## src/fec_pkg.sv

```systemverilog
// Purpose: constants and types shared by the frame exposure control block
// Assumes: registers reached over a plain address/strobe port, 16-bit data
// Notes:   all times are in core_clk cycles
package fec_pkg;

  // ********************************************************
  // widths
  // ********************************************************
  localparam int DW = 16;
  localparam int AW = 8;
  localparam int TW = 16;
  localparam int CW = 8;

  // ********************************************************
  // register map
  // ********************************************************
  localparam logic [AW-1:0] ADDR_MODE       = 8'h09;
  localparam logic [AW-1:0] ADDR_EXP_TIME   = 8'h10;
  localparam logic [AW-1:0] ADDR_FRAME_TIME = 8'h11;
  localparam logic [AW-1:0] ADDR_FRAME_CNT  = 8'h12;
  localparam logic [AW-1:0] ADDR_GLOBAL_SAMPLE_STATE_LEN   = 8'h13;
  localparam logic [AW-1:0] ADDR_RO_LEN     = 8'h14;
  localparam logic [AW-1:0] ADDR_STATUS     = 8'h15;

  localparam logic [2:0]    MODE_RST        = 3'h0;
  localparam logic [TW-1:0] EXP_TIME_RST    = 16'h0100;
  localparam logic [TW-1:0] FRAME_TIME_RST  = 16'h1000;
  localparam logic [TW-1:0] GLOBAL_SAMPLE_STATE_LEN_RST    = 16'h0040;
  localparam logic [TW-1:0] RO_LEN_RST      = 16'h0800;
  localparam logic [CW-1:0] FRAME_CNT_RST   = 8'h01;
  localparam logic [CW-1:0] FRAME_CNT_MAX   = 8'hff;

  // status word field positions
  localparam int STAT_STATE_LSB   = 0;
  localparam int STAT_EXPOSING    = 2;
  localparam int STAT_PENDING     = 3;
  localparam int STAT_STREAM      = 4;
  localparam int STAT_CORRUPT     = 5;
  localparam int STAT_FRAMES_LSB  = 8;

  // ********************************************************
  // enumerations
  // ********************************************************
  typedef enum logic [2:0] {
    MODE_FULL_EXT = 3'h0,
    MODE_PROG_EXT = 3'h1,
    MODE_TRIG_INT = 3'h2,
    MODE_STREAM   = 3'h3
  } fec_mode_e;

  // gray along idle -> sample -> readout -> wait
  typedef enum logic [1:0] {
    ST_IDLE     = 2'h0,
    ST_GLOBAL_SAMPLE_STATE     = 2'h1,
    ST_READOUT  = 2'h3,
    ST_WAIT_EXP = 2'h2
  } fec_state_e;

endpackage : fec_pkg

```

## src/fec_tmr_if.sv

```systemverilog
// Purpose: control and status bundle of one down-counting phase timer
// Assumes: one controller, one timer per instance
// Notes:   expire is high in the last counted cycle
`timescale 1ns/1ps
`default_nettype none
interface fec_tmr_if #(parameter int W = 16);
  logic         load;
  logic         stop;
  logic [W-1:0] value;
  logic [W-1:0] cnt;
  logic         busy;
  logic         expire;
  modport ctrl (output load, stop, value, input cnt, busy, expire);
  modport tmr  (input load, stop, value, output cnt, busy, expire);
endinterface : fec_tmr_if
`default_nettype wire

```

## src/fec_top.sv

```systemverilog
// Purpose: frame timing controller stepping idle, exposure, sampling, readout
// Assumes: request pins asynchronous; register port on core_clk
// Notes:   exposure runs as a flag beside the phase machine so it can overlap readout
//
// Overview of operation
// - three-bit mode register, four control modes
// - full external: exposure request starts exposure
// - full external: frame request starts sampling, readout
// - exposure spans request edge to frame edge
// - sampling and readout lengths from registers
// - new exposure accepted during readout
// - frame request in sampling restarts, marks corrupt
// - exposure request during exposure restarts exposure
// - frame request aborts readout, restarts sampling
// - programmed external: timer ends exposure
// - programmed external ignores frame requests
// - programmed external: request in sampling corrupts
// - programmed external: expiry in sampling restarts, corrupt
// - programmed external: request in exposure restarts
// - programmed external: expiry aborts readout, resamples
// - triggered internal: request from idle starts exposure
// - triggered internal counts frames against register
// - last readout completes, then idle
// - next exposure ends one frame time later
// - streaming: one request starts endless frames
// - streaming ignores all later requests
// - early request extends sequence, capped 255
`timescale 1ns/1ps
`default_nettype none
module fec_top (
  input  wire logic                    core_clk,
  input  wire logic                    reset,
  input  wire logic                    ce,
  input  wire logic                    exposure_request_in,
  input  wire logic                    frame_request_in,
  input  wire logic [fec_pkg::AW-1:0]  reg_addr,
  input  wire logic [fec_pkg::DW-1:0]  reg_wdata,
  input  wire logic                    reg_wr,
  input  wire logic                    reg_rd,
  output logic      [fec_pkg::DW-1:0]  reg_rdata,
  output logic      [1:0]              state_o,
  output logic                         exposing_o,
  output logic                         frame_corrupt_o,
  output logic                         readout_abort_o,
  output logic                         frame_done_o
);

  // ********************************************************
  // request edges
  // ********************************************************
  logic [1:0] req_rise;
  logic       exp_rise;
  logic       frm_rise;

  fec_req_sync #(.N(2)) u_sync (
    .core_clk (core_clk),
    .reset    (reset),
    .ce       (ce),
    .din      ({frame_request_in, exposure_request_in}),
    .rise     (req_rise)
  );

  assign exp_rise = req_rise[0];
  assign frm_rise = req_rise[1];

  // ********************************************************
  // registers
  // ********************************************************
  logic [2:0]             mode_r;
  logic [fec_pkg::TW-1:0] exp_time_r;
  logic [fec_pkg::TW-1:0] frame_time_r;
  logic [fec_pkg::TW-1:0] global_sample_state_len_r;
  logic [fec_pkg::TW-1:0] ro_len_r;
  logic [fec_pkg::CW-1:0] frame_cnt_r;

  always_ff @(posedge core_clk or posedge reset)
  begin
    if (reset)
    begin
      mode_r       <= fec_pkg::MODE_RST;
      exp_time_r   <= fec_pkg::EXP_TIME_RST;
      frame_time_r <= fec_pkg::FRAME_TIME_RST;
      global_sample_state_len_r   <= fec_pkg::GLOBAL_SAMPLE_STATE_LEN_RST;
      ro_len_r     <= fec_pkg::RO_LEN_RST;
      frame_cnt_r  <= fec_pkg::FRAME_CNT_RST;
    end
    else if (ce && reg_wr)
    begin
      case (reg_addr)
        fec_pkg::ADDR_MODE:       mode_r       <= reg_wdata[2:0];
        fec_pkg::ADDR_EXP_TIME:   exp_time_r   <= reg_wdata;
        fec_pkg::ADDR_FRAME_TIME: frame_time_r <= reg_wdata;
        fec_pkg::ADDR_GLOBAL_SAMPLE_STATE_LEN:   global_sample_state_len_r   <= reg_wdata;
        fec_pkg::ADDR_RO_LEN:     ro_len_r     <= reg_wdata;
        fec_pkg::ADDR_FRAME_CNT:  frame_cnt_r  <= reg_wdata[fec_pkg::CW-1:0];
        default:                  ;
      endcase
    end
  end

  // ********************************************************
  // mode decode and phase timers
  // ********************************************************
  logic is_fe;
  logic is_pe;
  logic is_ti;
  logic is_st;

  // codes 4..7 match no mode, so every request is ignored there
  assign is_fe = (mode_r == fec_pkg::MODE_FULL_EXT);
  assign is_pe = (mode_r == fec_pkg::MODE_PROG_EXT);
  assign is_ti = (mode_r == fec_pkg::MODE_TRIG_INT);
  assign is_st = (mode_r == fec_pkg::MODE_STREAM);

  fec_tmr_if #(.W(fec_pkg::TW)) global_sample_state_t ();
  fec_tmr_if #(.W(fec_pkg::TW)) ro_t ();
  fec_tmr_if #(.W(fec_pkg::TW)) exp_t ();
  fec_tmr_if #(.W(fec_pkg::TW)) frm_t ();

  fec_timer #(.W(fec_pkg::TW)) u_global_sample_state_tmr (.core_clk(core_clk), .reset(reset), .ce(ce), .t(global_sample_state_t.tmr));
  fec_timer #(.W(fec_pkg::TW)) u_ro_tmr   (.core_clk(core_clk), .reset(reset), .ce(ce), .t(ro_t.tmr));
  fec_timer #(.W(fec_pkg::TW)) u_exp_tmr  (.core_clk(core_clk), .reset(reset), .ce(ce), .t(exp_t.tmr));
  fec_timer #(.W(fec_pkg::TW)) u_frm_tmr  (.core_clk(core_clk), .reset(reset), .ce(ce), .t(frm_t.tmr));

  // ********************************************************
  // event decode
  // ********************************************************
  fec_pkg::fec_state_e    state_r;
  fec_pkg::fec_state_e    state_nxt;
  logic                   exposing_r;
  logic                   pending_r;
  logic                   streaming_r;
  logic                   global_sample_state_corrupt_r;
  logic [fec_pkg::CW-1:0] rem_r;
  logic [fec_pkg::CW-1:0] rem_nxt;
  logic [fec_pkg::CW-1:0] frames_read_r;

  logic in_ro;
  logic last_ro_started;
  logic ti_first;
  logic ti_new_seq;
  logic ti_extend;
  logic st_start;
  logic pend_set;
  logic pend_go;
  logic exp_load;
  logic exp_done;
  logic global_sample_state_go;
  logic global_sample_state_done;
  logic ro_done;
  logic [fec_pkg::CW:0] rem_sum;

  assign in_ro           = (state_r == fec_pkg::ST_READOUT) || (state_r == fec_pkg::ST_WAIT_EXP);
  assign last_ro_started = in_ro && (rem_r == '0);
  assign ti_first   = is_ti && exp_rise && (state_r == fec_pkg::ST_IDLE) && !exposing_r && !pending_r;
  assign ti_new_seq = is_ti && exp_rise && last_ro_started && !exposing_r && !pending_r;
  assign ti_extend  = is_ti && exp_rise && !ti_first && !ti_new_seq;
  assign st_start   = is_st && exp_rise && !streaming_r;

  // next frame of a sequence is scheduled while the current one reads out
  assign pend_set = in_ro && !exposing_r && !pending_r && (is_ti || is_st) &&
                    ((is_ti && rem_r != '0) || streaming_r);
  // start one cycle ahead so sampling begins exactly one frame time later; too short a frame starts now
  assign pend_go  = pending_r && (!frm_t.busy || frm_t.cnt <= exp_time_r ||
                                  (frm_t.cnt - exp_time_r) == fec_pkg::TW'(1));

  assign exp_load = ((is_fe || is_pe) && exp_rise) || ti_first || st_start || pend_go;
  assign exp_done = exposing_r && exp_t.expire && !is_fe && !exp_load;
  assign global_sample_state_go  = is_fe ? frm_rise : exp_done;
  assign global_sample_state_done = (state_r == fec_pkg::ST_GLOBAL_SAMPLE_STATE) && global_sample_state_t.expire && !global_sample_state_go;
  assign ro_done   = (state_r == fec_pkg::ST_READOUT) && ro_t.expire && !global_sample_state_go;

  assign global_sample_state_t.load  = ce && global_sample_state_go;
  assign global_sample_state_t.stop  = 1'b0;
  assign global_sample_state_t.value = global_sample_state_len_r;
  assign ro_t.load    = ce && global_sample_state_done;
  assign ro_t.stop    = 1'b0;
  assign ro_t.value   = ro_len_r;
  assign exp_t.load   = ce && exp_load;
  assign exp_t.stop   = ce && global_sample_state_go;
  assign exp_t.value  = exp_time_r;
  assign frm_t.load   = ce && global_sample_state_go && (is_ti || is_st);
  assign frm_t.stop   = 1'b0;
  assign frm_t.value  = frame_time_r;

  // ********************************************************
  // phase machine
  // ********************************************************
  always_comb
  begin
    state_nxt = state_r;
    case (state_r)
      fec_pkg::ST_IDLE:
        if (global_sample_state_go)
          state_nxt = fec_pkg::ST_GLOBAL_SAMPLE_STATE;
      fec_pkg::ST_GLOBAL_SAMPLE_STATE:
        if (global_sample_state_go)
          state_nxt = fec_pkg::ST_GLOBAL_SAMPLE_STATE;
        else if (global_sample_state_t.expire)
          state_nxt = fec_pkg::ST_READOUT;
      fec_pkg::ST_READOUT:
        if (global_sample_state_go)
          state_nxt = fec_pkg::ST_GLOBAL_SAMPLE_STATE;
        else if (ro_t.expire)
          state_nxt = (exposing_r || pending_r || pend_set || exp_load) ?
                      fec_pkg::ST_WAIT_EXP : fec_pkg::ST_IDLE;
      fec_pkg::ST_WAIT_EXP:
        if (global_sample_state_go)
          state_nxt = fec_pkg::ST_GLOBAL_SAMPLE_STATE;
        else if (!exposing_r && !pending_r && !exp_load)
          state_nxt = fec_pkg::ST_IDLE;
      default:
        state_nxt = fec_pkg::ST_IDLE;
    endcase
  end

  always_ff @(posedge core_clk or posedge reset)
  begin
    if (reset)
      state_r <= fec_pkg::ST_IDLE;
    else if (ce)
      state_r <= state_nxt;
  end

  // ********************************************************
  // exposure and scheduling
  // ********************************************************
  always_ff @(posedge core_clk or posedge reset)
  begin
    if (reset)
      exposing_r <= 1'b0;
    else if (ce)
    begin
      if (exp_load)
        exposing_r <= 1'b1;
      else if (global_sample_state_go)
        exposing_r <= 1'b0;
    end
  end

  always_ff @(posedge core_clk or posedge reset)
  begin
    if (reset)
      pending_r <= 1'b0;
    else if (ce)
    begin
      if (pend_go || !(is_ti || is_st))
        pending_r <= 1'b0;
      else if (pend_set || ti_new_seq)
        pending_r <= 1'b1;
    end
  end

  // only reset or leaving the mode ends a stream
  always_ff @(posedge core_clk or posedge reset)
  begin
    if (reset)
      streaming_r <= 1'b0;
    else if (ce)
    begin
      if (!is_st)
        streaming_r <= 1'b0;
      else if (st_start)
        streaming_r <= 1'b1;
    end
  end

  // ********************************************************
  // sequence length and frame counter
  // ********************************************************
  assign rem_sum = {1'b0, rem_r} + {1'b0, frame_cnt_r};

  always_comb
  begin
    rem_nxt = rem_r;
    if (ti_first || ti_new_seq)
      rem_nxt = frame_cnt_r;
    else if (ti_extend)
      rem_nxt = rem_sum[fec_pkg::CW] ? fec_pkg::FRAME_CNT_MAX : rem_sum[fec_pkg::CW-1:0];
    if (global_sample_state_go && is_ti && rem_nxt != '0)
      rem_nxt = rem_nxt - fec_pkg::CW'(1);
  end

  always_ff @(posedge core_clk or posedge reset)
  begin
    if (reset)
      rem_r <= '0;
    else if (ce)
      rem_r <= rem_nxt;
  end

  always_ff @(posedge core_clk or posedge reset)
  begin
    if (reset)
      frames_read_r <= '0;
    else if (ce)
    begin
      if (ti_first || ti_new_seq || st_start)
        frames_read_r <= '0;
      else if (ro_done && frames_read_r != fec_pkg::FRAME_CNT_MAX)
        frames_read_r <= frames_read_r + fec_pkg::CW'(1);
    end
  end

  // ********************************************************
  // image integrity
  // ********************************************************
  always_ff @(posedge core_clk or posedge reset)
  begin
    if (reset)
      global_sample_state_corrupt_r <= 1'b0;
    else if (ce)
    begin
      if (global_sample_state_go)
        global_sample_state_corrupt_r <= (state_r == fec_pkg::ST_GLOBAL_SAMPLE_STATE) || (is_fe && !exposing_r);
      else if ((state_r == fec_pkg::ST_GLOBAL_SAMPLE_STATE) && exp_rise && (is_fe || is_pe))
        global_sample_state_corrupt_r <= 1'b1;
    end
  end

  always_ff @(posedge core_clk or posedge reset)
  begin
    if (reset)
      frame_corrupt_o <= 1'b0;
    else if (ce && global_sample_state_done)
      frame_corrupt_o <= global_sample_state_corrupt_r || (exp_rise && (is_fe || is_pe));
  end

  // ********************************************************
  // outputs and read port
  // ********************************************************
  always_ff @(posedge core_clk or posedge reset)
  begin
    if (reset)
    begin
      readout_abort_o <= 1'b0;
      frame_done_o    <= 1'b0;
    end
    else if (ce)
    begin
      readout_abort_o <= global_sample_state_go && (state_r == fec_pkg::ST_READOUT);
      frame_done_o    <= ro_done;
    end
  end

  assign state_o    = state_r;
  assign exposing_o = exposing_r;

  logic [fec_pkg::DW-1:0] status_w;

  always_comb
  begin
    status_w = '0;
    status_w[fec_pkg::STAT_STATE_LSB +: 2]               = state_r;
    status_w[fec_pkg::STAT_EXPOSING]                      = exposing_r;
    status_w[fec_pkg::STAT_PENDING]                       = pending_r;
    status_w[fec_pkg::STAT_STREAM]                        = streaming_r;
    status_w[fec_pkg::STAT_CORRUPT]                       = frame_corrupt_o;
    status_w[fec_pkg::STAT_FRAMES_LSB +: fec_pkg::CW]     = frames_read_r;
  end

  always_ff @(posedge core_clk or posedge reset)
  begin
    if (reset)
      reg_rdata <= '0;
    else if (ce)
    begin
      reg_rdata <= '0;
      if (reg_rd)
      begin
        case (reg_addr)
          fec_pkg::ADDR_MODE:       reg_rdata <= {13'h0000, mode_r};
          fec_pkg::ADDR_EXP_TIME:   reg_rdata <= exp_time_r;
          fec_pkg::ADDR_FRAME_TIME: reg_rdata <= frame_time_r;
          fec_pkg::ADDR_FRAME_CNT:  reg_rdata <= {8'h00, frame_cnt_r};
          fec_pkg::ADDR_GLOBAL_SAMPLE_STATE_LEN:   reg_rdata <= global_sample_state_len_r;
          fec_pkg::ADDR_RO_LEN:     reg_rdata <= ro_len_r;
          fec_pkg::ADDR_STATUS:     reg_rdata <= status_w;
          default:                  reg_rdata <= '0;
        endcase
      end
    end
  end
endmodule : fec_top
`default_nettype wire

```

## src/fec_timer.sv

```systemverilog
// Purpose: phase timer, loads a length and counts it down to zero
// Assumes: a zero length is run as one cycle
// Notes:   load wins over stop
`timescale 1ns/1ps
`default_nettype none
module fec_timer #(
  parameter int W = 16
) (
  input  wire logic core_clk,
  input  wire logic reset,
  input  wire logic ce,
  fec_tmr_if.tmr    t
);

  logic [W-1:0] cnt_r;

  always_ff @(posedge core_clk or posedge reset)
  begin
    if (reset)
      cnt_r <= '0;
    else if (ce)
    begin
      if (t.load)
        cnt_r <= (t.value == '0) ? W'(1) : t.value;
      else if (t.stop)
        cnt_r <= '0;
      else if (cnt_r != '0)
        cnt_r <= cnt_r - W'(1);
    end
  end

  assign t.cnt    = cnt_r;
  assign t.busy   = (cnt_r != '0);
  assign t.expire = (cnt_r == W'(1));

endmodule : fec_timer
`default_nettype wire

```

## src/fec_req_sync.sv

```systemverilog
// Purpose: brings request pins into the core_clk domain and finds rising edges
// Assumes: pins are asynchronous to core_clk
// Notes:   pulses shorter than two clocks may be missed
`timescale 1ns/1ps
`default_nettype none
module fec_req_sync #(
  parameter int N = 2
) (
  input  wire logic         core_clk,
  input  wire logic         reset,
  input  wire logic         ce,
  input  wire logic [N-1:0] din,
  output logic      [N-1:0] rise
);

  genvar i;
  generate
    for (i = 0; i < N; i++)
    begin : g_bit
      logic meta_r;
      logic sync_r;
      logic prev_r;
      always_ff @(posedge core_clk or posedge reset)
      begin
        if (reset)
        begin
          meta_r <= 1'b0;
          sync_r <= 1'b0;
          prev_r <= 1'b0;
        end
        else if (ce)
        begin
          meta_r <= din[i];
          sync_r <= meta_r;
          prev_r <= sync_r;
        end
      end
      assign rise[i] = ce & sync_r & ~prev_r;
    end
  endgenerate

endmodule : fec_req_sync
`default_nettype wire

```

## config.mk

```make
export PLATFORM = sky130hd
export DESIGN_NAME = fec_top
export DESIGN_NICKNAME = d
export VERILOG_FILES = /design/src/fec_pkg.sv /design/src/fec_tmr_if.sv /design/src/fec_top.sv /design/src/fec_timer.sv /design/src/fec_req_sync.sv
export SDC_FILE = /design/constraint.sdc
export NUM_CORES = 1
export LEC_CHECK = 0
export BUFFER_PORTS_ARGS = -buffer_cell sky130_fd_sc_hd__buf_4
export CAP_MARGIN = 20
export CELL_PAD_IN_SITES_DETAIL_PLACEMENT = 0
export CELL_PAD_IN_SITES_GLOBAL_PLACEMENT = 1
export CORE_ASPECT_RATIO = 1.4
export CORE_MARGIN = 5
export CORE_UTILIZATION = 35
export DETAILED_ROUTE_END_ITERATION = 8
export GPL_TIMING_DRIVEN = 0
export PLACE_DENSITY = 0.62
export SLEW_MARGIN = 40
export SYNTH_ARGS = -nofsm -noshare
export SYNTH_HDL_FRONTEND = slang
export SYNTH_SLANG_ARGS = --single-unit
```

## constraint.sdc

```tcl
create_clock -name core_clk -period 9.9 [get_ports core_clk]
set_clock_uncertainty 0.2 [all_clocks]
set_input_delay 1.98 -clock core_clk [delete_from_list [all_inputs] [get_ports core_clk]]
set_output_delay 1.98 -clock core_clk [all_outputs]
set_load 0.05 [all_outputs]
```

Yosys cells after proc, flatten, opt, wreduce, memory -nomap -nowiden
Cells that the tools add are included.
{"block": "totals", "ff_bits": 186, "out_inout_bits": 22, "latchBits": 0, "memories": 0, "mem_bits_ro": 0, "elab_cells": 209, "ramBits": 0, "input_bits": 31}
{"block": "classes", "mul": 0, "order_cmp": 1, "mux": 39, "reduce_logical": 105, "eq_ne": 23, "addsub": 8, "n_shift": 0, "n_div": 0, "bitwise_logic": 6}
{"cell": "16-bit 2-to-1 mux", "count": 14}
{"cell": "16-bit case mux with 7 select lines", "count": 1}
{"cell": "16-bit by 1-bit == test with 1-bit output, second input constant", "count": 4}
{"cell": "16-bit logical NOT", "count": 4}
{"cell": "16-bit nonzero test", "count": 4}
{"cell": "16-bit by 1-bit subtractor with 16-bit output, second input constant", "count": 4}
{"cell": "8-bit by 5-bit == test with 1-bit output, second input constant", "count": 6}
{"cell": "8-bit 2-to-1 mux", "count": 6}
{"cell": "1-bit logical AND", "count": 40}
{"cell": "2-bit AND reduction", "count": 15}
{"cell": "1-bit logical OR", "count": 18}
{"cell": "16-bit less-or-equal comparator", "count": 1}
{"cell": "2-bit 2-to-1 mux", "count": 8}
{"cell": "8-bit nonzero test", "count": 2}
{"cell": "16-bit subtractor", "count": 1}
{"cell": "2-bit nonzero test", "count": 7}
{"cell": "1-bit logical NOT", "count": 10}
{"cell": "8-bit by 8-bit adder with 9-bit output", "count": 1}
{"cell": "1-bit 2-to-1 mux", "count": 9}
{"cell": "8-bit by 1-bit adder with 8-bit output, second input constant", "count": 1}
{"cell": "8-bit by 4-bit == test with 1-bit output, second input constant", "count": 1}
{"cell": "8-bit logical NOT", "count": 1}
{"cell": "8-bit != test, second input constant", "count": 1}
{"cell": "2-bit case mux with 4 select lines", "count": 1}
{"cell": "15 further kinds", "count": 22}

Longest topological paths before layout
Gate-level depths: netlist of the first run.
{"block": "logic_depth", "depth_word": 17, "ltp_mapped": 17, "depth_no_buf": 16}

Cells and area by module
From an unflattened synthesis of the first run, not the netlist that was laid out.
{"block": "unflattened", "hier_cells": 1237, "hier_area_um2": 11927.7}
{"mod": "fec_top", "cells_per_inst": 693, "n_inst": 1, "area_each_um2": 7028.0, "seq_area_each_um2": 2909.0}
{"mod": "fec_timer", "cells_per_inst": 132, "n_inst": 4, "area_each_um2": 1156.1, "seq_area_each_um2": 400.4}
{"mod": "fec_req_sync", "cells_per_inst": 16, "n_inst": 1, "area_each_um2": 275.3, "seq_area_each_um2": 150.1}

Worst setup path before layout of the first run
Ideal clock, no wire load.
{"block": "synth_path", "path_kind": "input to register", "from": "in reg_addr[5] (netlist name)", "to": "reg global_sample_state_len_r[10] (netlist name)", "t_arrival_ps": 4508, "setup_ps": 125, "path_buffers": 2, "stages": 7, "slack_ps": 5067, "t_required_ps": 9575, "cell_sequence": "or3_1 > or3b_1 > or2_2 > clkbuf_1 > nor3_1 > clkbuf_1 > mux2_2"}
{"block": "synth_between", "elab_chain_len": 2}
{"item": "start, declared", "line_no": "fec_top.sv:36", "rtl": "input wire logic [fec_pkg::AW-1:0] reg_addr,"}
{"item": "8-bit by 5-bit == test with 1-bit output", "line_no": "fec_top.sv:89", "rtl": "case (reg_addr)"}
{"item": "2-bit AND reduction (no line)"}
{"item": "end signal, assigned", "line_no": "fec_top.sv:83", "rtl": "global_sample_state_len_r <= fec_pkg::GLOBAL_SAMPLE_STATE_LEN_RST;"}
{"item": "end signal, assigned", "line_no": "fec_top.sv:93", "rtl": "fec_pkg::ADDR_GLOBAL_SAMPLE_STATE_LEN: global_sample_state_len_r <= reg_wdata;"}
{"item": "end, declared", "line_no": "fec_top.sv:72", "rtl": "logic [fec_pkg::TW-1:0] global_sample_state_len_r;"}
Every way passes these cells.
A chain may end at the register's enable or synchronous reset.

Worst setup path in the final report of the first run
{"block": "layout_path", "from": "reg exp_time_r (netlist bit exp_t.value[3])", "to": "reg u_global_sample_state_tmr.cnt_r[12], in the netlist u_global_sample_state_tmr.t.cnt[12]"}
{"block": "layout_between", "elab_chain_len": 11, "word_cells_on_any_way": 14, "cone_classes": "add/sub: 1; order compare: 1; eq/ne: 1; mux: 2; reduce/logical: 9"}
{"item": "start, declared", "line_no": "fec_top.sv:70", "rtl": "logic [fec_pkg::TW-1:0] exp_time_r;"}
{"item": "start signal, assigned", "line_no": "fec_top.sv:81", "rtl": "exp_time_r <= fec_pkg::EXP_TIME_RST;"}
{"item": "start signal, assigned", "line_no": "fec_top.sv:91", "rtl": "fec_pkg::ADDR_EXP_TIME: exp_time_r <= reg_wdata;"}
{"item": "16-bit subtractor / 16-bit less-or-equal comparator (equally long branches)", "line_no": "fec_top.sv:165, fec_top.sv:164"}
{"item": "16-bit by 1-bit == test with 1-bit output / 1-bit logical OR (equally long branches)", "line_no": "fec_top.sv:165, fec_top.sv:164"}
{"item": "1-bit logical OR (*)", "line_no": "fec_top.sv:164", "rtl": "assign pend_go = pending_r && (!frm_t.busy || frm_t.cnt <= exp_time_r ||"}
{"item": "1-bit logical AND (*)", "line_no": "fec_top.sv:164"}
{"item": "1-bit logical OR (*)", "line_no": "fec_top.sv:167", "rtl": "assign exp_load = ((is_fe || is_pe) && exp_rise) || ti_first || st_start || pend_go;"}
{"item": "1-bit logical NOT (*)", "line_no": "fec_top.sv:168", "rtl": "assign exp_done = exposing_r && exp_t.expire && !is_fe && !exp_load;"}
{"item": "1-bit logical AND (*)", "line_no": "fec_top.sv:168"}
{"item": "1-bit 2-to-1 mux (*)", "line_no": "fec_top.sv:169", "rtl": "assign global_sample_state_go = is_fe ? frm_rise : exp_done;"}
{"item": "1-bit logical AND (*)", "line_no": "fec_top.sv:173", "rtl": "assign global_sample_state_t.load = ce && global_sample_state_go;"}
{"item": "2-bit nonzero test (no line)"}
{"item": "2-bit AND reduction (no line)"}
{"item": "end signal, assigned", "line_no": "fec_timer.sv:24", "rtl": "cnt_r <= (t.value == '0) ? W'(1) : t.value;"}
{"item": "end signal, assigned", "line_no": "fec_timer.sv:28", "rtl": "cnt_r <= cnt_r - W'(1);"}
{"item": "end, declared", "line_no": "fec_timer.sv:15", "rtl": "logic [W-1:0] cnt_r;"}
Every way passes the cells marked *; elsewhere a longest branch is shown, timed or not.

==> impl_metrics.csv, run 1 <==
group,metric,value,unit
run_status,outcome,"finished clean",
die,die_w,161,um
power_and_ir_drop,p_leak,0.00553,uW
global_routing,grt_pass1_vias,9509,
setup_path,crit_buf_inv,2,
cts,cts_resized,0,
routing,drc,0,
finish,stdcell_area,12700,um2
routing,num_vias,9474,
synth,synth_area,11100,um2
placement,dp_hpwl,29.7,mm
cts,path_clk_slew,0.07,ns
cts,cts_tree,"yes",
setup_path,worstSetupStartpointType,"flip-flop",
power_and_ir_drop,clkPwrFrac,0.265,
setup_path,worst_path_dominant_cell_family,"compound AO/OA/AOI/OAI gates",
synth,synth_edf_count,0,
synth,synthArstFlopShare,1.00,
cts,cts_sinks,186,
setup_path,crit_arrival,5.43,ns
placement,globalplace.congestion,0.878,
routing,detail-route-antenna-nets,0,
routing,wirelength,38.5,mm
power_and_ir_drop,power_frac_seq,0.424,
timing,max_freq,188,MHz
timing,setup_tns,0,ns
timing,worst_pin_slew,0.849,ns
synth,synth.area.top_cells,"dfrtp_1, mux2_2, ha_1",
power_and_ir_drop,powerDensity,197,nW/um2
timing,finalCritPeriodShare,0.537,
routing,first_pass_iters,5,
setup_path,worst-path-max-fanout,10,
die,die_h,221,um
setup_path,crit_required,10.01,ns
global_routing,track_usage,0.217,
min_path,min_path_type,"flip-flop to flip-flop",
setup_path,critPathCaptureType,"flip-flop",
global_routing,antenna_found_initial,1,
power_and_ir_drop,p_int,1560,uW
synth,synth_seq_cells,186,
synth,syn_nets,1226,
power_and_ir_drop,max-vdd-ir-drop,0.0983,mV
placement,dpl_cell_area,12100,um2
die,die_area,35600,um2
timing,fin_crit,5.31,ns
synth,ys.flop_type,"dfrtp_1",
routing,avgViaCountPerCell,5.79,
cts,cts-buffers-inserted,17,
routing,drt_iter0_drc,689,
synth,yosysMostFrequentCell,"dfrtp_1",
synth,yosysSeqAreaShare,0.418,
setup_path,worstPathCellList,"inv_1, ha_1, nand3_1, o21bai_1, and2_1, a211oi_1, mux2i_1, o2111ai_1, o41ai_4, a21boi_2, clkbuf_1, nor2_2, mux2i_1, o2bb2ai_1",
finish,drive_above_1_share,0.166,
synth,synth_commonest_cells,"dfrtp_1, nand2_1, nor2_1",
timing,hold_ws,0.289,ns
cts,postCtsSetupBuffers,0,
synth,yosysWarnings,0,
finish,area_growth,13.8,%
synth,synth_top_area_cell,"dfrtp_1",
synth,synth_top_area_share,0.406,
timing,rsz0062_at_grt,"false",
die,std_cell_rows,77,
setup_path,slowest_delay,0.70,ns
run,cap_violations,0,
synth,synth.avg_cell_area,9.63,um2
setup_path,reg2reg_slack,4.59,ns
routing,drt-wirelength-per-cell,23.5,um
setup_path,cp_common_cell,"mux2i_1",
finish,fin_nets,1298,
global_routing,grt_max_degree,68,
global_routing,grt_first_pass_wirelength,59.2,mm
timing,setup_viol,0,
global_routing,grt_overflow,0,
synth,syn_inst,1158,
die,fp.coreArea,31500,um2
timing,finalHoldViolCount,0,
setup_path,criticalPathCategory,"flip-flop to flip-flop",
synth,synth_cell_type_count,80,
die,num_io_pins,53,
setup_path,cp_slowest_cell,"o41ai_4",
cts,cts_hold_buf,0,
timing,slew_headroom,0.431,
power_and_ir_drop,power_switching_share,0.377,
cts,cts_root_buf,"clkbuf_16",
placement,port_buffers,51,
cts,clock_latency,0.46,ns
cts,clk_path_buf_depth,2,
timing,final_max_slew_viol_count,0,
die,initial_core_util,0.354,
power_and_ir_drop,p_sw,941,uW
power_and_ir_drop,p_comb_frac,0.311,
cts,h-tree-depth,4,
==> final cells by class <==
type	instances	area, um2
Antenna cell	1	2.50
Buffer	52	238
Clock buffer	20	457
Clock inverter	10	85.1
Fill cell	3191	18800
Inverter	49	191
Multi-Input combinational cell	871	6120
Sequential cell	186	4660
Tap cell	395	494
Timing Repair Buffer	53	438
==> power by group through the flow <==
| stage | clock network (uW) | registers, uW | logic [uW] |
|---|---|---|---|
| 3_5_place_dp | 0 | 1070 | 775 |
| 2_1_floorplan | 0 | 1040 | 567 |
| 3_3_place_gp | 0 | 1070 | 762 |
| 5_1_grt | 707 | 1080 | 872 |
| 6_report | 662 | 1060 | 776 |
| 4_1_cts | 672 | 1060 | 779 |
==> metal layers <==
metal | vias up | wire, um | track usage
met3 | 50 | 1160 | 0.0300
li1 | 4459 | - | -
met2 | 208 | 20500 | 0.397
met4 | 0 | 976 | 0.0699
met5 | - | 0 | 0
met1 | 4757 | 15900 | 0.262
==> registers in the layout (all words and copies together) (netlist names), 2 cells and up <==
| register | cells |
|---|---|
| rem_r | 8 |
| u_frm_tmr.t.cnt | 16 |
| reg_rdata | 16 |
| u_sync.g_bit.meta_r | 2 |
| exp_t.value | 16 |
| u_sync.g_bit.prev_r | 2 |
| frame_cnt_r | 8 |
| mode_r | 3 |
| state_o | 2 |
| frame_time_r | 16 |
| u_ro_tmr.t.cnt | 16 |
| u_exp_tmr.t.cnt | 16 |
| ro_len_r | 16 |
| frames_read_r | 8 |
| u_global_sample_state_tmr.t.cnt | 16 |
| u_sync.g_bit.sync_r | 2 |
| global_sample_state_len_r | 16 |
==> per-stage QoR <==
stage           util  cells  setup slack (ns)  total power [uW]
2_1_floorplan      -   1158              2.67              1610
3_3_place_gp   0.382   1604           0.00901              1830
3_5_place_dp   0.385   1606              4.58              1850
4_1_cts        0.403   1636              4.56              2510
5_1_grt        0.403   1636              4.30              2660
6_report       0.403   1637              4.59              2500
==> cells in the final DEF, fill, tap and decap left out, types with 30 or more instances in the layout <==
cell      synthesis  final
dfrtp_1         181    181
nand2_1          91     91
xnor2_1          30     30
clkbuf_1         39     40
buf_4             0     51
nand3_1          32     32
ha_1             35     35
o21ai_0          87     87
nor2_1           90     90
a21oi_1          64     64
nor3_1           54     49
mux2_2           71     71
inv_1            49     48
==> kinds of logic after synthesis <==
group	share of synthesized area
xor+xnor	0.0377
flops	0.418
buf+inv	0.0376
compound gates	0.187
mux	0.104
fa+ha+maj	0.0429
simple gates	0.173
==> worst register-to-register path: cells and delay by family, from the launching register on <==
family	cells	cell delay, ns
adders and majority gates	1	0.46
DFF	1	0.48
and+or+nand+nor	3	0.88
muxes	2	0.49
buffers and inverters	2	0.61
AOI/OAI and AO/OA	6	2.07
==> final timing paths <==
kind | startpoint | to | cells after the start
min reg2reg | reg_rdata[4] | reg_rdata[4] | 1
max in group asynchronous | reset | u_exp_tmr.t.cnt[14] | 3
max reg2reg | exp_t.value[3] | u_global_sample_state_tmr.t.cnt[12] | 14
max | exp_t.value[3] | u_global_sample_state_tmr.t.cnt[12] | 14
min in group asynchronous | reset | u_ro_tmr.t.cnt[12] | 2
min | reg_rdata[4] | reg_rdata[4] | 1
No activity file was read; power rests on OpenSTA's default activity.
==> inputs of run 2 (changes only) <==
clock period = 4.9 ns   (was 9.9 ns; I/O delays follow)
==> run 2 against run 1 <==
Via count increased by 1.7%. Worst setup slack worse by 4.3 ns. Total power rose by 100%. Register-to-register slack got worse by 4.3 ns. Die area is the same. Utilization up 0.72 points. Critical endpoint is now frame_corrupt_o. Largest power group unchanged.
==> impl_metrics.csv, run 2 (synthesis gave the netlist of run 1 again) <==
group,metric,value,unit
power_and_ir_drop,clkPwrFrac,0.273,
die,initial_core_util,0.354,
timing,rsz0062_at_grt,"false",
routing,avgViaCountPerCell,5.85,
finish,final_util,0.410,
cts,cts_tree,"yes",
cts,h-tree-depth,4,
setup_path,crit_required,5.02,ns
power_and_ir_drop,powerDensity,397,nW/um2
placement,port_buffers,51,
global_routing,antenna_found_initial,1,
timing,final_max_slew_viol_count,0,
placement,dpl_cell_area,12300,um2
global_routing,track_usage,0.219,
global_routing,grt_overflow,0,
placement,dp_hpwl,30.2,mm
power_and_ir_drop,p_comb_frac,0.309,
run,cap_violations,0,
setup_path,worst-path-max-fanout,9,
timing,setup_tns,0,ns
routing,first_pass_iters,5,
global_routing,grt_first_pass_wirelength,60.0,mm
timing,slew_headroom,0.410,
setup_path,criticalPathCategory,"flip-flop to flip-flop",
finish,mostFrequentLayoutCells,"dfrtp_1, nand2_1, nor2_1",
routing,wirelength,38.6,mm
timing,worst_pin_slew,0.883,ns
cts,clk_path_buf_depth,2,
placement,globalplace.congestion,0.876,
cts,cts_sinks,186,
die,die_h,221,um
cts,cts-buffers-inserted,17,
routing,drt_iter0_drc,598,
power_and_ir_drop,p_sw,1910,uW
timing,max_freq,215,MHz
routing,detail-route-antenna-nets,0,
timing,finalCritPeriodShare,0.951,
timing,finalHoldViolCount,0,
finish,drive_above_1_share,0.178,
finish,diodes,0,
routing,drc,0,
global_routing,grt_max_degree,24,
setup_path,worstSetupStartpointType,"flip-flop",
power_and_ir_drop,max-vdd-ir-drop,0.202,mV
die,die_area,35600,um2
power_and_ir_drop,power_switching_share,0.374,
die,die_w,161,um
power_and_ir_drop,p_leak,0.00563,uW
setup_path,crit_arrival,4.78,ns
cts,clock_latency,0.46,ns
die,std_cell_rows,77,
finish,fillers,3135,
finish,fin_nets,1307,
power_and_ir_drop,p_int,3210,uW
run_status,outcome,"finished clean",
power_and_ir_drop,finalPower,5120,uW
cts,cts_root_buf,"clkbuf_16",
power_and_ir_drop,power_frac_seq,0.418,
min_path,min_path_type,"flip-flop to flip-flop",
timing,setup_viol,0,
setup_path,critPathCaptureType,"flip-flop",
global_routing,grt_pass1_vias,9696,
timing,fin_crit,4.66,ns
routing,drt-wirelength-per-cell,23.4,um
finish,area_growth,15.8,%
routing,num_vias,9635,
finish,final_common_cell,"dfrtp_1",
die,fp.coreArea,31500,um2
finish,stdcell_area,12900,um2
cts,path_clk_slew,0.08,ns
die,num_io_pins,53,
[run 2: changes by cell type in the layout (fill, tap and decap cells not counted), moves of 2 or more]
| cell | previous run | this run |
|---|---|---|
| clkbuf_2 | 2 | 4 |
| inv_6 | 4 | 2 |
| buf_12 | 0 | 4 |
| clkbuf_1 | 40 | 37 |
| buf_4 | 51 | 53 |
| buf_16 | 2 | 5 |
[run 2: what timing repair did]
action,in CTS,in global routing
hold buffers,0,0
pin swaps,1,0
setup buffers,2,0
resized for setup,1,3
endpoints found under the setup margin,75,25
[run 2: final timing paths]
kind | start | endpoint | slack [ns] | cells after the start
setup / recovery | exp_t.value[3] | frame_corrupt_o | 0.24 | 15
hold / removal | reg_rdata[1] | reg_rdata[1] | 0.29 | 1
setup reg to reg | exp_t.value[3] | frame_corrupt_o | 0.24 | 15
hold reg to reg | reg_rdata[1] | reg_rdata[1] | 0.29 | 1
max in group asynchronous | reset | frame_done_o | 3.17 | 6
min in group asynchronous | reset | u_ro_tmr.t.cnt[11] | 0.33 | 2
[run 2: cell type report]
type                       count  area (um2)  share of cell area
multi-input combinational    871        6140               0.475
sequential                   186        4660               0.361
clock inverter                13         134              0.0104
inverter                      49         188              0.0145
clock buffer                  19         443              0.0343
tap                          395         494              0.0383
timing repair buffer          63         621              0.0481
buffer                        51         236              0.0183
[run 2: metal layers]
metal	vias up	part of all wire	track usage
li1	4470	-	-
met1	4868	0.41	0.264
met2	227	0.52	0.393
met3	68	0.031	0.0322
met4	2	0.038	0.0807
met5	-	0.00029	0
[run 2: worst max-delay path, cell delays in order (launching register included)]
cell	delay [ns]
dfrtp_1	0.48
inv_1	0.20
ha_1	0.46
nand3_1	0.18
o21bai_1	0.24
and2_1	0.22
a211oi_2	0.30
mux2i_1	0.23
o2111ai_1	0.21
o41ai_4	0.24
buf_4	0.20
a21boi_2	0.18
or4_1	0.52
buf_2	0.21
nor3_1	0.37
a21oi_1	0.08
[run 2: power groups by stage]
stage	registers [uW]	logic, uW	clock network (uW)
after floorplan	2100	1150	0
after CTS	2140	1590	1430
final	2140	1580	1400
after global routing	2190	1770	1490
after detailed placement	2160	1580	0
after global placement	2160	1540	0
[run 2: metrics by stage]
step	setup WS (ns)	instances	hold WS [ns]
after detailed placement	-0.385	1613	0.276
after CTS	0.0235	1647	0.296
after global routing	0.0311	1647	0.313
after floorplan	0.950	1158	0.266
after global placement	-0.371	1604	0.271
final	0.240	1647	0.287
